===== src/rtl/cmo_pkg.sv =====
// Purpose: Shared constants for the CAN message object block.
// Assumes: 40 MHz clock, APB register access, 32-bit data.
// Notes: Offsets are byte addresses; fields give the low bit position.
package cmo_pkg;

  // Clock and millisecond timing.
  localparam int unsigned CLK_PERIOD_NS = 25;
  localparam int unsigned MS_TIME_NS = 1_000_000;
  localparam int unsigned MS_CYCLES = MS_TIME_NS / CLK_PERIOD_NS;

  // Register offsets.
  localparam logic [7:0] OFS_CTRL = 8'h00;
  localparam logic [7:0] OFS_ID = 8'h04;
  localparam logic [7:0] OFS_PERIOD = 8'h08;
  localparam logic [7:0] OFS_DEPTH = 8'h0C;
  localparam logic [7:0] OFS_STATUS = 8'h10;
  localparam logic [7:0] OFS_WDATA_LO = 8'h14;
  localparam logic [7:0] OFS_WDATA_HI = 8'h18;
  localparam logic [7:0] OFS_RDATA_LO = 8'h1C;
  localparam logic [7:0] OFS_RDATA_HI = 8'h20;

  // Control fields.
  localparam int CTRL_RUN = 0;
  localparam int CTRL_EXT = 1;
  localparam int CTRL_CHG = 2;
  localparam int CTRL_ARR = 3;
  localparam int CTRL_TYPE_LSB = 4;
  localparam int CTRL_LEN_LSB = 8;

  // Depth fields.
  localparam int DEPTH_W = 5;
  localparam int DEPTH_RD_LSB = 0;
  localparam int DEPTH_WR_LSB = 8;

  // Status fields.
  localparam int ST_TIMEOUT = 0;
  localparam int ST_OVERFLOW = 1;
  localparam int ST_RXLOST = 2;
  localparam int ST_SUSPEND = 3;
  localparam int ST_RCNT_LSB = 8;
  localparam int ST_WCNT_LSB = 16;

  // Values after reset.
  localparam logic [3:0] LEN_RESET = 4'h8;
  localparam logic [15:0] PERIOD_RESET = 16'h0000;
  localparam logic [4:0] RDEP_RESET = 5'h0A;
  localparam logic [4:0] WDEP_RESET = 5'h0A;

  // Communication types.
  localparam logic [2:0] CT_RX_UNSOL = 3'h0;
  localparam logic [2:0] CT_RX_POLL = 3'h1;
  localparam logic [2:0] CT_RX_CALL = 3'h2;
  localparam logic [2:0] CT_TX_PERIODIC = 3'h3;
  localparam logic [2:0] CT_TX_RESPOND = 3'h4;
  localparam logic [2:0] CT_TX_CALL = 3'h5;
  localparam logic [2:0] CT_TX_WAVE = 3'h6;

  typedef enum logic [1:0] {
    ST_IDLE = 2'b01,
    ST_SEND = 2'b10
  } cmo_state_type;

endpackage


===== src/rtl/cmo_object.sv =====
// Purpose: One CAN message object bound to a single identifier.
// Assumes: A protocol controller on the same clock moves whole frames.
// Notes: Registers are reached over APB with zero wait states.
//
// Decided for this implementation: the APB slave port and the register addresses.
`timescale 1ns/1ps
module cmo_object
  import cmo_pkg::*;
#(
  parameter int unsigned TICK_CYCLES = MS_CYCLES,
  parameter int unsigned RQ_DEPTH = 16,
  parameter int unsigned WQ_DEPTH = 16
) (
  // Clock and reset.
  input wire logic clock_in,
  input wire logic rst_in,
  // APB slave.
  input wire logic psel_in,
  input wire logic penable_in,
  input wire logic pwrite_in,
  input wire logic [7:0] paddr_in,
  input wire logic [31:0] pwdata_in,
  output logic [31:0] prdata_out,
  output logic pready_out,
  output logic pslverr_out,
  // Frames to the protocol controller.
  output logic tx_valid_out,
  input wire logic tx_ready_in,
  output logic [28:0] tx_id_out,
  output logic tx_ext_out,
  output logic tx_rtr_out,
  output logic [3:0] tx_dlc_out,
  output logic [63:0] tx_data_out,
  // Frames from the protocol controller.
  input wire logic rx_valid_in,
  input wire logic [28:0] rx_id_in,
  input wire logic rx_ext_in,
  input wire logic rx_rtr_in,
  input wire logic [63:0] rx_data_in
);

  localparam int RAW = $clog2(RQ_DEPTH);
  localparam int WAW = $clog2(WQ_DEPTH);

  function automatic logic f_rx_type(input logic [2:0] ct);
    f_rx_type = (ct == CT_RX_UNSOL) || (ct == CT_RX_POLL) ||
                (ct == CT_RX_CALL);
  endfunction

  function automatic logic f_wdog_type(input logic [2:0] ct);
    f_wdog_type = (ct == CT_RX_UNSOL) || (ct == CT_TX_RESPOND);
  endfunction

  function automatic logic [63:0] f_len_mask(input logic [3:0] len);
    logic [63:0] m;
    m = 64'h0000_0000_0000_0000;
    for (int i = 0; i < 8; i++) begin
      if (4'(i) < len) begin
        m[i*8 +: 8] = 8'hFF;
      end
    end
    f_len_mask = m;
  endfunction

  // Configuration and status state.
  logic run_q, ext_q, chg_q, arr_q;
  logic [2:0] ctype_q;
  logic [3:0] len_q;
  logic [28:0] id_q;
  logic [15:0] period_q;
  logic [4:0] rdep_q, wdep_q;
  logic [31:0] wlo_q;
  logic timeout_q, overflow_q, rxlost_q, suspend_q, await_q, resp_q;
  logic [31:0] prdata_q;
  logic err_q;
  // Queues.
  logic [63:0] rq_mem [RQ_DEPTH];
  logic [63:0] wq_mem [WQ_DEPTH];
  logic [RAW-1:0] rq_wp_q, rq_rp_q;
  logic [WAW-1:0] wq_wp_q, wq_rp_q, wave_q;
  logic [4:0] rq_cnt_q, wq_cnt_q, rq_lim, wq_lim;
  // Timing and transmit state.
  logic [31:0] tick_q;
  logic [15:0] elapsed_q;
  cmo_state_type state_q;
  logic have_tx_q, have_rx_q, tx_rtr_q;
  logic [63:0] tx_data_q, last_q, prev_rx_q;

  // Bus decode.
  logic apb_setup, apb_wr, apb_rd, wr_hi, rd_pop;
  assign apb_setup = psel_in && !penable_in;
  assign apb_wr = psel_in && penable_in && pwrite_in;
  assign apb_rd = psel_in && penable_in && !pwrite_in;
  assign wr_hi = apb_wr && (paddr_in == OFS_WDATA_HI);
  assign rd_pop = apb_rd && (paddr_in == OFS_RDATA_HI) && (rq_cnt_q != 5'h00);
  assign pready_out = 1'b1;
  assign pslverr_out = psel_in && penable_in && err_q;
  assign prdata_out = prdata_q;

  assign rq_lim = (rdep_q > 5'(RQ_DEPTH)) ? 5'(RQ_DEPTH) : rdep_q;
  assign wq_lim = (wdep_q > 5'(WQ_DEPTH)) ? 5'(WQ_DEPTH) : wdep_q;

  logic id_eq, match;
  assign id_eq = ext_q ? (rx_id_in == id_q) : (rx_id_in[10:0] == id_q[10:0]);
  assign match = rx_valid_in && run_q && id_eq && (rx_ext_in == ext_q);

  logic rx_data_hit, rx_new, rq_push, rq_drop;
  assign rx_data_hit = match && !rx_rtr_in && f_rx_type(ctype_q);
  assign rx_new = !chg_q || !have_rx_q || (rx_data_in != prev_rx_q);
  assign rq_push = rx_data_hit && rx_new && (rq_cnt_q < rq_lim);
  assign rq_drop = rx_data_hit && rx_new && (rq_cnt_q >= rq_lim);

  // no writes to a running waveform.
  logic host_push, wq_push, wq_ovf;
  assign host_push = wr_hi && !(ctype_q == CT_TX_WAVE && run_q);
  assign wq_push = host_push && (wq_cnt_q < wq_lim);
  assign wq_ovf = host_push && (wq_cnt_q >= wq_lim);

  // Timing terms.
  logic ms_tick, elapsed_done, gap_ok, due, wd_fire, wd_kick;
  assign ms_tick = (tick_q == 32'(TICK_CYCLES - 1));
  assign elapsed_done = (elapsed_q >= period_q);
  assign gap_ok = (period_q == 16'h0000) || !have_tx_q || elapsed_done;
  assign due = !have_tx_q || ((period_q != 16'h0000) && elapsed_done);
  assign wd_fire = run_q && f_wdog_type(ctype_q) &&
                   (period_q != 16'h0000) && elapsed_done;
  assign wd_kick = f_wdog_type(ctype_q) && match &&
                   (!rx_rtr_in || ctype_q == CT_TX_RESPOND);

  // Transmit selection.
  logic send, send_rtr, send_pop, send_wave, resp_clr, poll_miss;
  logic [63:0] send_data;
  always_comb begin
    send = 1'b0;
    send_rtr = 1'b0;
    send_pop = 1'b0;
    send_wave = 1'b0;
    resp_clr = 1'b0;
    poll_miss = 1'b0;
    send_data = wq_mem[wq_rp_q];
    if (run_q && state_q == ST_IDLE) begin
      case (ctype_q)
        CT_TX_RESPOND: begin
          if (resp_q) begin
            resp_clr = 1'b1;
            send = (wq_cnt_q != 5'h00);
            send_pop = send;
          end
        end
        CT_TX_PERIODIC: begin
          if (resp_q && have_tx_q) begin
            resp_clr = 1'b1;
            send = 1'b1;
            send_data = last_q;
          end else if (due && wq_cnt_q != 5'h00) begin
            send = 1'b1;
            send_pop = 1'b1;
          end else if (due && have_tx_q) begin
            send = 1'b1;
            send_data = last_q;
          end
        end
        CT_TX_CALL: begin
          if (resp_q && have_tx_q) begin
            resp_clr = 1'b1;
            send = 1'b1;
            send_data = last_q;
          end else if (wq_cnt_q != 5'h00 && gap_ok) begin
            send = 1'b1;
            send_pop = 1'b1;
          end
        end
        CT_TX_WAVE: begin
          if (due && wq_cnt_q != 5'h00) begin
            send = 1'b1;
            send_wave = 1'b1;
            send_data = wq_mem[wq_rp_q + wave_q];
          end
        end
        CT_RX_POLL: begin
          if (due && await_q) begin
            poll_miss = 1'b1;
          end else if (due && !suspend_q) begin
            send = 1'b1;
            send_rtr = 1'b1;
          end
        end
        CT_RX_CALL: begin
          if (wq_cnt_q != 5'h00 && gap_ok) begin
            send = 1'b1;
            send_rtr = 1'b1;
            send_pop = 1'b1;
          end
        end
        default: begin
          send = 1'b0;
        end
      endcase
    end
  end

  // Configuration registers.
  always_ff @(posedge clock_in) begin
    if (rst_in) begin
      run_q <= 1'b0;
      ext_q <= 1'b0;
      chg_q <= 1'b0;
      arr_q <= 1'b0;
      ctype_q <= CT_RX_UNSOL;
      len_q <= LEN_RESET;
      id_q <= 29'h0000_0000;
      period_q <= PERIOD_RESET;
      rdep_q <= RDEP_RESET;
      wdep_q <= WDEP_RESET;
      wlo_q <= 32'h0000_0000;
    end else if (apb_wr) begin
      if (paddr_in == OFS_CTRL) begin
        run_q <= pwdata_in[CTRL_RUN];
        ext_q <= pwdata_in[CTRL_EXT];
        chg_q <= pwdata_in[CTRL_CHG];
        arr_q <= pwdata_in[CTRL_ARR];
        ctype_q <= pwdata_in[CTRL_TYPE_LSB +: 3];
        len_q <= pwdata_in[CTRL_LEN_LSB +: 4];
      end else if (paddr_in == OFS_ID) begin
        id_q <= pwdata_in[28:0];
      end else if (paddr_in == OFS_PERIOD) begin
        period_q <= pwdata_in[15:0];
      end else if (paddr_in == OFS_DEPTH) begin
        rdep_q <= pwdata_in[DEPTH_RD_LSB +: DEPTH_W];
        wdep_q <= pwdata_in[DEPTH_WR_LSB +: DEPTH_W];
      end else if (paddr_in == OFS_WDATA_LO) begin
        wlo_q <= pwdata_in;
      end
    end
  end

  // Length mask as a signal, since a call result cannot be part-selected.
  logic [63:0] len_mask;
  assign len_mask = f_len_mask(len_q);

  // Read data and error answer, latched in the setup cycle.
  always_ff @(posedge clock_in) begin
    if (rst_in) begin
      prdata_q <= 32'h0000_0000;
      err_q <= 1'b0;
    end else if (apb_setup) begin
      err_q <= 1'b0;
      prdata_q <= 32'h0000_0000;
      if (paddr_in == OFS_CTRL) begin
        prdata_q <= {20'h0_0000, len_q, 1'b0, ctype_q,
                     arr_q, chg_q, ext_q, run_q};
      end else if (paddr_in == OFS_ID) begin
        prdata_q <= {3'h0, id_q};
      end else if (paddr_in == OFS_PERIOD) begin
        prdata_q <= {16'h0000, period_q};
      end else if (paddr_in == OFS_DEPTH) begin
        prdata_q <= {19'h0_0000, wdep_q, 3'h0, rdep_q};
      end else if (paddr_in == OFS_STATUS) begin
        prdata_q <= {11'h000, wq_cnt_q, 3'h0, rq_cnt_q, 4'h0,
                     suspend_q, rxlost_q, overflow_q, timeout_q};
      end else if (paddr_in == OFS_WDATA_LO) begin
        prdata_q <= wlo_q;
      end else if (paddr_in == OFS_WDATA_HI) begin
        prdata_q <= 32'h0000_0000;
      end else if (paddr_in == OFS_RDATA_LO) begin
        prdata_q <= rq_mem[rq_rp_q][31:0] & len_mask[31:0];
      end else if (paddr_in == OFS_RDATA_HI) begin
        prdata_q <= rq_mem[rq_rp_q][63:32] & len_mask[63:32];
      end else begin
        err_q <= 1'b1;
      end
    end
  end

  // Sticky error flags; a new event wins over a clear.
  logic [31:0] clr;
  assign clr = (apb_wr && paddr_in == OFS_STATUS) ? pwdata_in : 32'h0000_0000;
  always_ff @(posedge clock_in) begin
    if (rst_in) begin
      timeout_q <= 1'b0;
      overflow_q <= 1'b0;
      rxlost_q <= 1'b0;
    end else begin
      timeout_q <= wd_fire || (timeout_q && !clr[ST_TIMEOUT]);
      overflow_q <= wq_ovf || (overflow_q && !clr[ST_OVERFLOW]);
      rxlost_q <= rq_drop || (rxlost_q && !clr[ST_RXLOST]);
    end
  end

  always_ff @(posedge clock_in) begin
    if (rq_push) begin
      rq_mem[rq_wp_q] <= rx_data_in;
    end
  end

  always_ff @(posedge clock_in) begin
    if (rst_in) begin
      rq_wp_q <= '0;
      rq_rp_q <= '0;
      rq_cnt_q <= 5'h00;
      prev_rx_q <= 64'h0000_0000_0000_0000;
      have_rx_q <= 1'b0;
    end else begin
      rq_wp_q <= rq_wp_q + RAW'(rq_push);
      rq_rp_q <= rq_rp_q + RAW'(rd_pop);
      rq_cnt_q <= rq_cnt_q + 5'(rq_push) - 5'(rd_pop);
      if (rx_data_hit) begin
        prev_rx_q <= rx_data_in;
        have_rx_q <= 1'b1;
      end
    end
  end

  // Write queue.
  always_ff @(posedge clock_in) begin
    if (wq_push) begin
      wq_mem[wq_wp_q] <= {pwdata_in, wlo_q};
    end
  end

  always_ff @(posedge clock_in) begin
    if (rst_in) begin
      wq_wp_q <= '0;
      wq_rp_q <= '0;
      wq_cnt_q <= 5'h00;
      wave_q <= '0;
    end else begin
      wq_wp_q <= wq_wp_q + WAW'(wq_push);
      wq_rp_q <= wq_rp_q + WAW'(send_pop);
      wq_cnt_q <= wq_cnt_q + 5'(wq_push) - 5'(send_pop);
      if (!run_q) begin
        wave_q <= '0;
      end else if (send_wave) begin
        wave_q <= (5'(wave_q) + 5'h01 >= wq_cnt_q) ? '0 : wave_q + 1'b1;
      end
    end
  end

  // Millisecond tick restarts with the interval, so no period runs short.
  logic tx_done, restart;
  assign tx_done = (state_q == ST_SEND) && tx_ready_in;
  assign restart = !run_q || wd_kick || wd_fire ||
                   (tx_done && !f_wdog_type(ctype_q));
  always_ff @(posedge clock_in) begin
    if (rst_in || ms_tick || restart) begin
      tick_q <= 32'h0000_0000;
    end else begin
      tick_q <= tick_q + 32'h0000_0001;
    end
  end

  always_ff @(posedge clock_in) begin
    if (rst_in || restart) begin
      elapsed_q <= 16'h0000;
    end else if (ms_tick && elapsed_q != 16'hFFFF) begin
      elapsed_q <= elapsed_q + 16'h0001;
    end
  end

  // Remote reply request and poll supervision.
  always_ff @(posedge clock_in) begin
    if (rst_in || !run_q) begin
      resp_q <= 1'b0;
      await_q <= 1'b0;
      suspend_q <= 1'b0;
    end else begin
      // remote frames ignored unless respond type or auto reply.
      if (match && rx_rtr_in && (ctype_q == CT_TX_RESPOND ||
          (arr_q && (ctype_q == CT_TX_PERIODIC ||
                     ctype_q == CT_TX_CALL)))) begin
        resp_q <= 1'b1;
      end else if (resp_clr) begin
        resp_q <= 1'b0;
      end
      if (rx_data_hit) begin
        await_q <= 1'b0;
      end else if (tx_done && tx_rtr_q && ctype_q == CT_RX_POLL) begin
        await_q <= 1'b1;
      end
      if (poll_miss) begin
        suspend_q <= 1'b1;
      end
    end
  end

  // frame handshake with the protocol controller.
  always_ff @(posedge clock_in) begin
    if (rst_in || !run_q) begin
      state_q <= ST_IDLE;
      have_tx_q <= 1'b0;
      tx_rtr_q <= 1'b0;
      tx_data_q <= 64'h0000_0000_0000_0000;
      last_q <= 64'h0000_0000_0000_0000;
    end else begin
      case (state_q)
        ST_IDLE: begin
          if (send) begin
            state_q <= ST_SEND;
            tx_rtr_q <= send_rtr;
            tx_data_q <= send_rtr ? 64'h0000_0000_0000_0000 : send_data;
          end
        end
        ST_SEND: begin
          if (tx_ready_in) begin
            state_q <= ST_IDLE;
            have_tx_q <= 1'b1;
            if (!tx_rtr_q) begin
              last_q <= tx_data_q;
            end
          end
        end
        default: begin
          state_q <= ST_IDLE;
        end
      endcase
    end
  end

  assign tx_valid_out = (state_q == ST_SEND);
  assign tx_id_out = id_q;
  assign tx_ext_out = ext_q;
  assign tx_rtr_out = tx_rtr_q;
  assign tx_dlc_out = len_q;
  assign tx_data_out = tx_data_q;

  a_rq_push_match: assert property (@(posedge clock_in) disable iff (rst_in)
    rq_push |-> (rx_ext_in == ext_q) && (ext_q ? rx_id_in == id_q :
      rx_id_in[10:0] == id_q[10:0]))
    else $error("Queued frame with foreign identifier.");
  a_rq_depth_bound: assert property (@(posedge clock_in) disable iff (rst_in)
    (rq_cnt_q <= rq_lim) || $past(rdep_q) != rdep_q)
    else $error("Read queue holds more than its depth.");
  a_wq_full_flag: assert property (@(posedge clock_in) disable iff (rst_in)
    (wr_hi && run_q == 1'b0 && wq_cnt_q >= wq_lim) |=>
      overflow_q && $stable(wq_wp_q))
    else $error("Write to full queue not flagged.");
  a_tx_dlc_len: assert property (@(posedge clock_in) disable iff (rst_in)
    tx_valid_out |-> tx_dlc_out == len_q)
    else $error("Sent length code differs from length.");
  a_wdog_timeout: assert property (@(posedge clock_in) disable iff (rst_in)
    (run_q && f_wdog_type(ctype_q) && period_q != 16'h0000 &&
     elapsed_q >= period_q) |=> timeout_q && elapsed_q == 16'h0000)
    else $error("Watchdog expiry not reported.");
  a_call_min_gap: assert property (@(posedge clock_in) disable iff (rst_in)
    ($rose(tx_valid_out) && $past(have_tx_q) && period_q != 16'h0000 &&
     !$past(resp_q) && (ctype_q == CT_TX_CALL || ctype_q == CT_RX_CALL))
      |-> $past(elapsed_q) >= period_q)
    else $error("On-call send before minimum interval.");
  a_poll_remote: assert property (@(posedge clock_in) disable iff (rst_in)
    (tx_valid_out && ctype_q == CT_RX_POLL) |-> tx_rtr_out)
    else $error("Polling object sent a data frame.");
  a_change_filter: assert property (@(posedge clock_in) disable iff (rst_in)
    (rx_data_hit && chg_q && have_rx_q && rx_data_in == prev_rx_q)
      |=> $stable(rq_wp_q))
    else $error("Unchanged data was queued.");
  a_tx_hold: assert property (@(posedge clock_in) disable iff (rst_in)
    (tx_valid_out && !tx_ready_in && run_q) |=>
      tx_valid_out && $stable(tx_data_out) && $stable(tx_rtr_out))
    else $error("Offered frame changed before acceptance.");

endmodule


===== config.mk =====
export PLATFORM = sky130hd
export DESIGN_NAME = cmo_object
export DESIGN_NICKNAME = d
export VERILOG_FILES = /design/src/rtl/cmo_pkg.sv /design/src/rtl/cmo_object.sv
export SDC_FILE = /design/constraint.sdc
export NUM_CORES = 2
export LEC_CHECK = 0
export BUFFER_PORTS_ARGS = -buffer_cell sky130_fd_sc_hd__buf_2
export CAP_MARGIN = 20
export CORE_MARGIN = 3
export CORE_UTILIZATION = 60
export DETAILED_ROUTE_END_ITERATION = 7
export MAX_ROUTING_LAYER = met4
export PLACE_DENSITY = 0.74
export SLEW_MARGIN = 25
export SYNTH_ARGS = -nofsm -noshare
export SYNTH_HDL_FRONTEND = slang
export SYNTH_SLANG_ARGS = --single-unit

===== constraint.sdc =====
create_clock -name clock_in -period 17.9 [get_ports clock_in]
set_input_delay 2.685 -clock clock_in [delete_from_list [all_inputs] [get_ports clock_in]]
set_output_delay 2.685 -clock clock_in [all_outputs]
set_load 0.1 [all_outputs]

-- Word level (Yosys, flattened, before mapping)
Memory sizes are Yosys's and may differ from the RTL's. A register that Yosys moved wholly into a read port is not among the register bits.
Cells that the tools add are included.
- register bits: 412
- bits in latches: 0
- memory bits (writable): 2048
- ROM bits: 0
- input port bits: 142
- output and inout bits: 134
- logic and storage cells: 272
- memories kept: 2
- $add $sub $neg: 13
- multipliers: 0
- div/mod/pow operators: 0
- $lt $le $gt $ge: 16
- equal/unequal tests: 24
- shift operators: 0
- multiplexer cells: 76
- bitwise operators: 8
- reduce and logical (&&, ||, !) cells: 98
- memory list (memory ; words ; width ; read ports ; clocked after Yosys merged registers in ; wr ports ; RTL line ; RTL):
    rq_mem ; 16 ; 64 ; 1 ; 1 ; 1 ; cmo_object.sv:77 ; logic [63:0] rq_mem [RQ_DEPTH];
    wq_mem ; 16 ; 64 ; 2 ; 1 ; 1 ; cmo_object.sv:78 ; logic [63:0] wq_mem [WQ_DEPTH];
- operators by type and width (kind ; number):
    64-bit two-way mux ; 7
    32-bit two-way mux ; 9
    64-bit case mux with 3 select lines ; 1
    32-bit bitwise AND ; 2
    8-bit two-way mux ; 8
    64-bit != test ; 1
    1-bit logical AND ; 45
    1-bit two-way mux ; 38
    32-bit by 1-bit adder with 32-bit output, second input constant ; 1
    32-bit by 16-bit == test with 1-bit output, second input constant ; 1
    8-bit by 5-bit == test with 1-bit output, second input constant ; 4
    29-bit == test ; 1
    1-bit logical OR ; 21
    16-bit by 1-bit adder with 16-bit output, second input constant ; 1
    4-bit by 1-bit adder with 4-bit output ; 4
    8-bit by 4-bit == test with 1-bit output, second input constant ; 2
    16-bit greater-or-equal comparator ; 1
    16-bit logical NOT ; 1
    3-bit by 4-bit less-than comparator with 1-bit output, first input constant ; 4
    16-bit != test, second input constant ; 1
    16-bit nonzero test ; 1
    5-bit greater-or-equal comparator ; 3
    1-bit logical NOT ; 13
    4-bit two-way mux ; 3
    other kinds (38) ; 62

-- Logic depth before layout (Yosys ltp)
- word-level depth: 12
- depth in mapped cells: 19
- depth with buffers taken out: 19

-- Least setup slack after synthesis
No wires, ideal clock.
- kind: input to register
- start: input port rx_id_in[5]
- end: memory rq_mem[0][0] (enable)
- setup time: 0.565 ns
- arrival time: 9.124 ns
- required time: 17.335 ns
- setup slack: 8.212 ns
- stages: 9
- buffers on the path: 0
- cell sequence: xnor2_1 nand2_1 or3b_2 nor4_1 nand3_1 a21oi_1 o211a_2 or3b_1 nor3_1
- word-level cells in the longest chain between the ends: 10
- elaborated cells between the ends (all ways): 11
- those cells by class: eq/ne: 2; mux: 3; reduce/logical: 6
- RTL lines (element ; RTL line ; RTL):
    from (decl) ; cmo_object.sv:36 ; input wire logic [28:0] rx_id_in,
    29-bit == test or 11-bit == test (tied branches) ; cmo_object.sv:104 ; assign id_eq = ext_q ? (rx_id_in == id_q) : (rx_id_in[10:0] == id_q[10:0]);
    1-bit two-way mux (*) ; cmo_object.sv:104 ;
    1-bit logical AND (*) (2 in a row) ; cmo_object.sv:105 ; assign match = rx_valid_in && run_q && id_eq && (rx_ext_in == ext_q);
    1-bit logical AND (*) (2 in a row) ; cmo_object.sv:108 ; assign rx_data_hit = match && !rx_rtr_in && f_rx_type(ctype_q);
    1-bit logical AND (*) (2 in a row) ; cmo_object.sv:110 ; assign rq_push = rx_data_hit && rx_new && (rq_cnt_q < rq_lim);
    1-bit two-way mux (*) ; cmo_object.sv:291 ; if (rq_push) begin
    1-bit two-way mux (implied by the code) (*) ; cmo_object.sv:292 ; rq_mem[rq_wp_q] <= rx_data_in;
    to (decl) ; cmo_object.sv:77 ;
Mark *: on every way between the ends. The rest lies on a longest branch, timed or not.

-- Worst setup path after layout
- start: input port paddr_in[3]
- end: memory wq_mem[6][43] (enable)
- word-level cells in the longest chain between the ends: 6
- RTL lines (element ; RTL line ; RTL):
    from (decl) ; cmo_object.sv:21 ; input wire logic [7:0] paddr_in,
    8-bit by 5-bit == test with 1-bit output ; cmo_object.sv:94 ; assign wr_hi = apb_wr && (paddr_in == OFS_WDATA_HI);
    1-bit logical AND ; cmo_object.sv:94 ;
    1-bit logical AND ; cmo_object.sv:115 ; assign host_push = wr_hi && !(ctype_q == CT_TX_WAVE && run_q);
    1-bit logical AND ; cmo_object.sv:116 ; assign wq_push = host_push && (wq_cnt_q < wq_lim);
    1-bit two-way mux ; cmo_object.sv:316 ; if (wq_push) begin
    1-bit two-way mux (implied by the code) ; cmo_object.sv:317 ; wq_mem[wq_wp_q] <= {pwdata_in, wlo_q};
    to (decl) ; cmo_object.sv:78 ;
Every way passes these cells.

==> metrics.cfg <==
[power_and_ir_drop]
power.leakage_nw = 37.3
peakVddDrop_uv = 98.7
power-per-cell-area_nw_per_um2 = 96.7

[detailed_routing]
route.detailed.drc = 0
drt_iter0_drc = 8417
drt-total-wl_um = 292000
antenna_left = 0
vias = 63846
vias_per_cell = 6.90
wl_per_cell_um = 31.5
first_pass_iters = 8

[timing]
period_needed_ns = 6.94
setup_viol = 0
clock_skew_ns = 0.0413
slew_violations = 0
holdWs_ns = 0.448
worstMarginPinSlew_ns = 1.13
fin_ws_ns = 10.96
fin_crit_sh = 0.387
rsz0062_at_grt = false
slew_headroom = 0.244
max_freq_mhz = 144
final_hold_viol_count = 0
fin_setup_tns_ns = 0

[floorplan]
start_util = 0.608
rows = 152
dieHeight_um = 424
fp.dieArea_um2 = 180000
boundaryPins = 276
die_w_um = 424
coreArea_um2 = 173000

[clock_network]
clk_latency_ns = 0.86
cts_setup_buffers = 0
cts_resized = 0
cts_buffers = 237
cts.root.buffer_cell = clkbuf_16
hold_buffers = 0
tritoncts = built
clkTransAtPathRegs_ns = 0.06
cts_sinks = 2460
clk_path_buf_depth = 3
htree_levels = 4

[placed_design]
postPlaceCellArea_um2 = 109000
dp_hpwl_um = 172000
dpl_worst_slack_ns = 10.39
place.gp.congestion = 0.929
port_buffers = 274
dp.cells = 8791

[finish]
area_growth_pct = 11.2
nets = 6923
drive_above_1_share = 0.218
fin_cells = 9258
design_area_um2 = 117000

[worst_setup_path]
crit_type = in -> reg
cp.arrival_ns = 7.39
cp.required_ns = 18.35
r2r_end = tx_data_out[39]
startpoint_type = primary input
crit_path_max_fanout = 44
startpoint = paddr_in[3]
endpoint_kind = flip-flop
r2r_start = wq_rp_q[1]
reg2reg_depth = 11
r2r_slack_ns = 12.11

[grt]
antenna_found_initial = 27
track_usage = 0.334
grt_pass1_vias = 63334
grt_pass1_wl_um = 427000
grt_overflow = 0
grt_start_max_net_pins = 150

[synth]
synth-edff-count = 2048
synthArstFlopShare = 0
yosys.area_share.adder = 0.00749
synth_top_family_by_area = multiplexers
netlist_area_um2 = 105000
post_synth.cell_area_avg_um2 = 16.1
synthSimpleGateAreaFrac = 0.0495
ys_seq_area_frac = 0.665
synth_compound_area_frac = 0.0710
synth_cell_type_count = 82
synth-main-ff-cell = edfxtp_1
syn-num-nets = 6726
synth.area.mux_share = 0.176
synth_xor_area_frac = 0.0119
ys_warn_count = 0
synth-seq-cells = 2460
synthCells = 6523

[min_path]
hold_start = tick_q[0]
min_path_cells = 1
hold_path.class = reg -> reg
holdPathEnd = tick_q[0]

[job]
cap_violations = 0

[outcome]
status = complete, no violations

==> metrics by stage <==
step,utilization,power [mW]
2_1_floorplan,-,6.34
4_1_cts,0.675,11.3
3_5_place_dp,0.631,6.44
3_3_place_gp,0.630,6.44
6_report,0.676,11.3
5_1_grt,0.676,11.6
==> layout make-up <==
cell class | count | area, um2
inverter | 68 | 258
antenna | 23 | 57.6
tap | 2310 | 2890
multi-input combinational | 3556 | 33500
clock inverter | 102 | 1040
sequential | 2460 | 69800
clock buffer | 342 | 6700
timing repair buffer | 397 | 2460
fill | 11487 | 56000
==> registers in the layout, indices dropped and copies added, names as in the netlist, 29 cells and up <==
signal,cells
prdata_out,32
wlo_q,32
tx_id_out,29
prev_rx_q,64
last_q,64
tx_data_out,64
tick_q,32
rq_mem,1024
wq_mem,1024
==> per-layer routing <==
metal	vias up	track usage	share of wire	routed length, um
li1	26523	-	-	-
met3	801	0.0582	0.093	27200
met4	0	0.183	0.066	19200
met2	3776	0.525	0.49	142000
met5	-	-	0	0
met1	32746	0.417	0.35	104000
==> critical path: stages <==
cell and delay, ns:
buf_2 0.16, nor4b_1 0.90, nand3_1 0.38, a211oi_1 0.86, nand3b_1 0.59, nor2_4 0.89
buf_4 0.83
==> how the worst max path moves through the flow <==
stage	endpoint	slack, ns	cells after the start
global route	wq_mem[6][43]	11.01	7
global placement	rq_mem[6][6]	10.41	11
CTS	wq_mem[6][43]	11.24	7
floorplan	rq_mem[0][0]	8.21	9
finish	wq_mem[6][43]	10.96	7
detailed placement	wq_mem[6][48]	10.39	7
==> power by group <==
group / total [mW] / internal (mW) / switching, mW
Sequential: 6.17 / 6.17 / 0.00208
Clock: 4.96 / 2.85 / 2.11
Combinational: 0.149 / 0.0242 / 0.124
Total: 11.3 / 9.04 / 2.24
==> placed cells by master, fill, tap and decap left out, drive strengths merged, types with 100 or more instances in the layout <==
cell type | synthesis | routed
edfxtp | 2048 | 2048
mux2i | 359 | 359
nor2 | 226 | 226
o21ai | 100 | 100
mux4 | 628 | 628
dfxtp | 412 | 412
nand2 | 611 | 611
buf | 147 | 396
clkbuf | 292 | 343
a21oi | 477 | 477
==> cell usage after synthesis, types with 5 or more instances <==
library cell / count / area, um2
a311oi_1: 8 / 70.1
a22oi_1: 86 / 646
xor2_1: 94 / 823
or3_1: 6 / 37.5
nand3b_1: 11 / 82.6
nand3_1: 50 / 250
and3_1: 15 / 93.8
a31oi_1: 8 / 50.1
ha_1: 58 / 726
a211o_1: 5 / 43.8
nand4_1: 23 / 144
buf_1: 81 / 304
nor3_1: 29 / 145
and4_1: 8 / 70.1
xnor2_1: 48 / 420
buf_2: 48 / 240
a221o_1: 68 / 681
a211oi_1: 90 / 676
o21a_1: 7 / 52.6
mux2_2: 65 / 732
o211ai_1: 8 / 60.1
o221ai_1: 95 / 832
o21ai_0: 98 / 490
a21oi_1: 476 / 2380
and2_1: 10 / 62.6
nor2_1: 225 / 845
clkbuf_1: 292 / 1100
buf_6: 6 / 67.6
mux2i_1: 359 / 3590
buf_4: 12 / 90.1
nor4_1: 32 / 200
nand2_1: 611 / 2290
dfxtp_1: 412 / 8250
nor4b_1: 5 / 43.8
inv_1: 66 / 248
o22ai_1: 95 / 594
nand2b_1: 20 / 125
mux4_2: 628 / 14100
a221oi_1: 35 / 307
a222oi_1: 16 / 160
edfxtp_1: 2048 / 61500
nor2b_1: 97 / 607
a21o_1: 10 / 75.1
==> cells by family (layout without fill, tap and decap cells) <==
group | after synthesis | after routing
flip-flops | 2460 | 2460
buffers and inverters | 507 | 909
multiplexers | 1052 | 1052
AO/OA/AOI/OAI | 1136 | 1136
XOR/XNOR | 142 | 142
adder cells (fa/ha/maj) | 61 | 61
AND/OR/NAND/NOR | 1164 | 1164
other | 1 | 24
No activity file was read; power rests on OpenSTA's default activity.
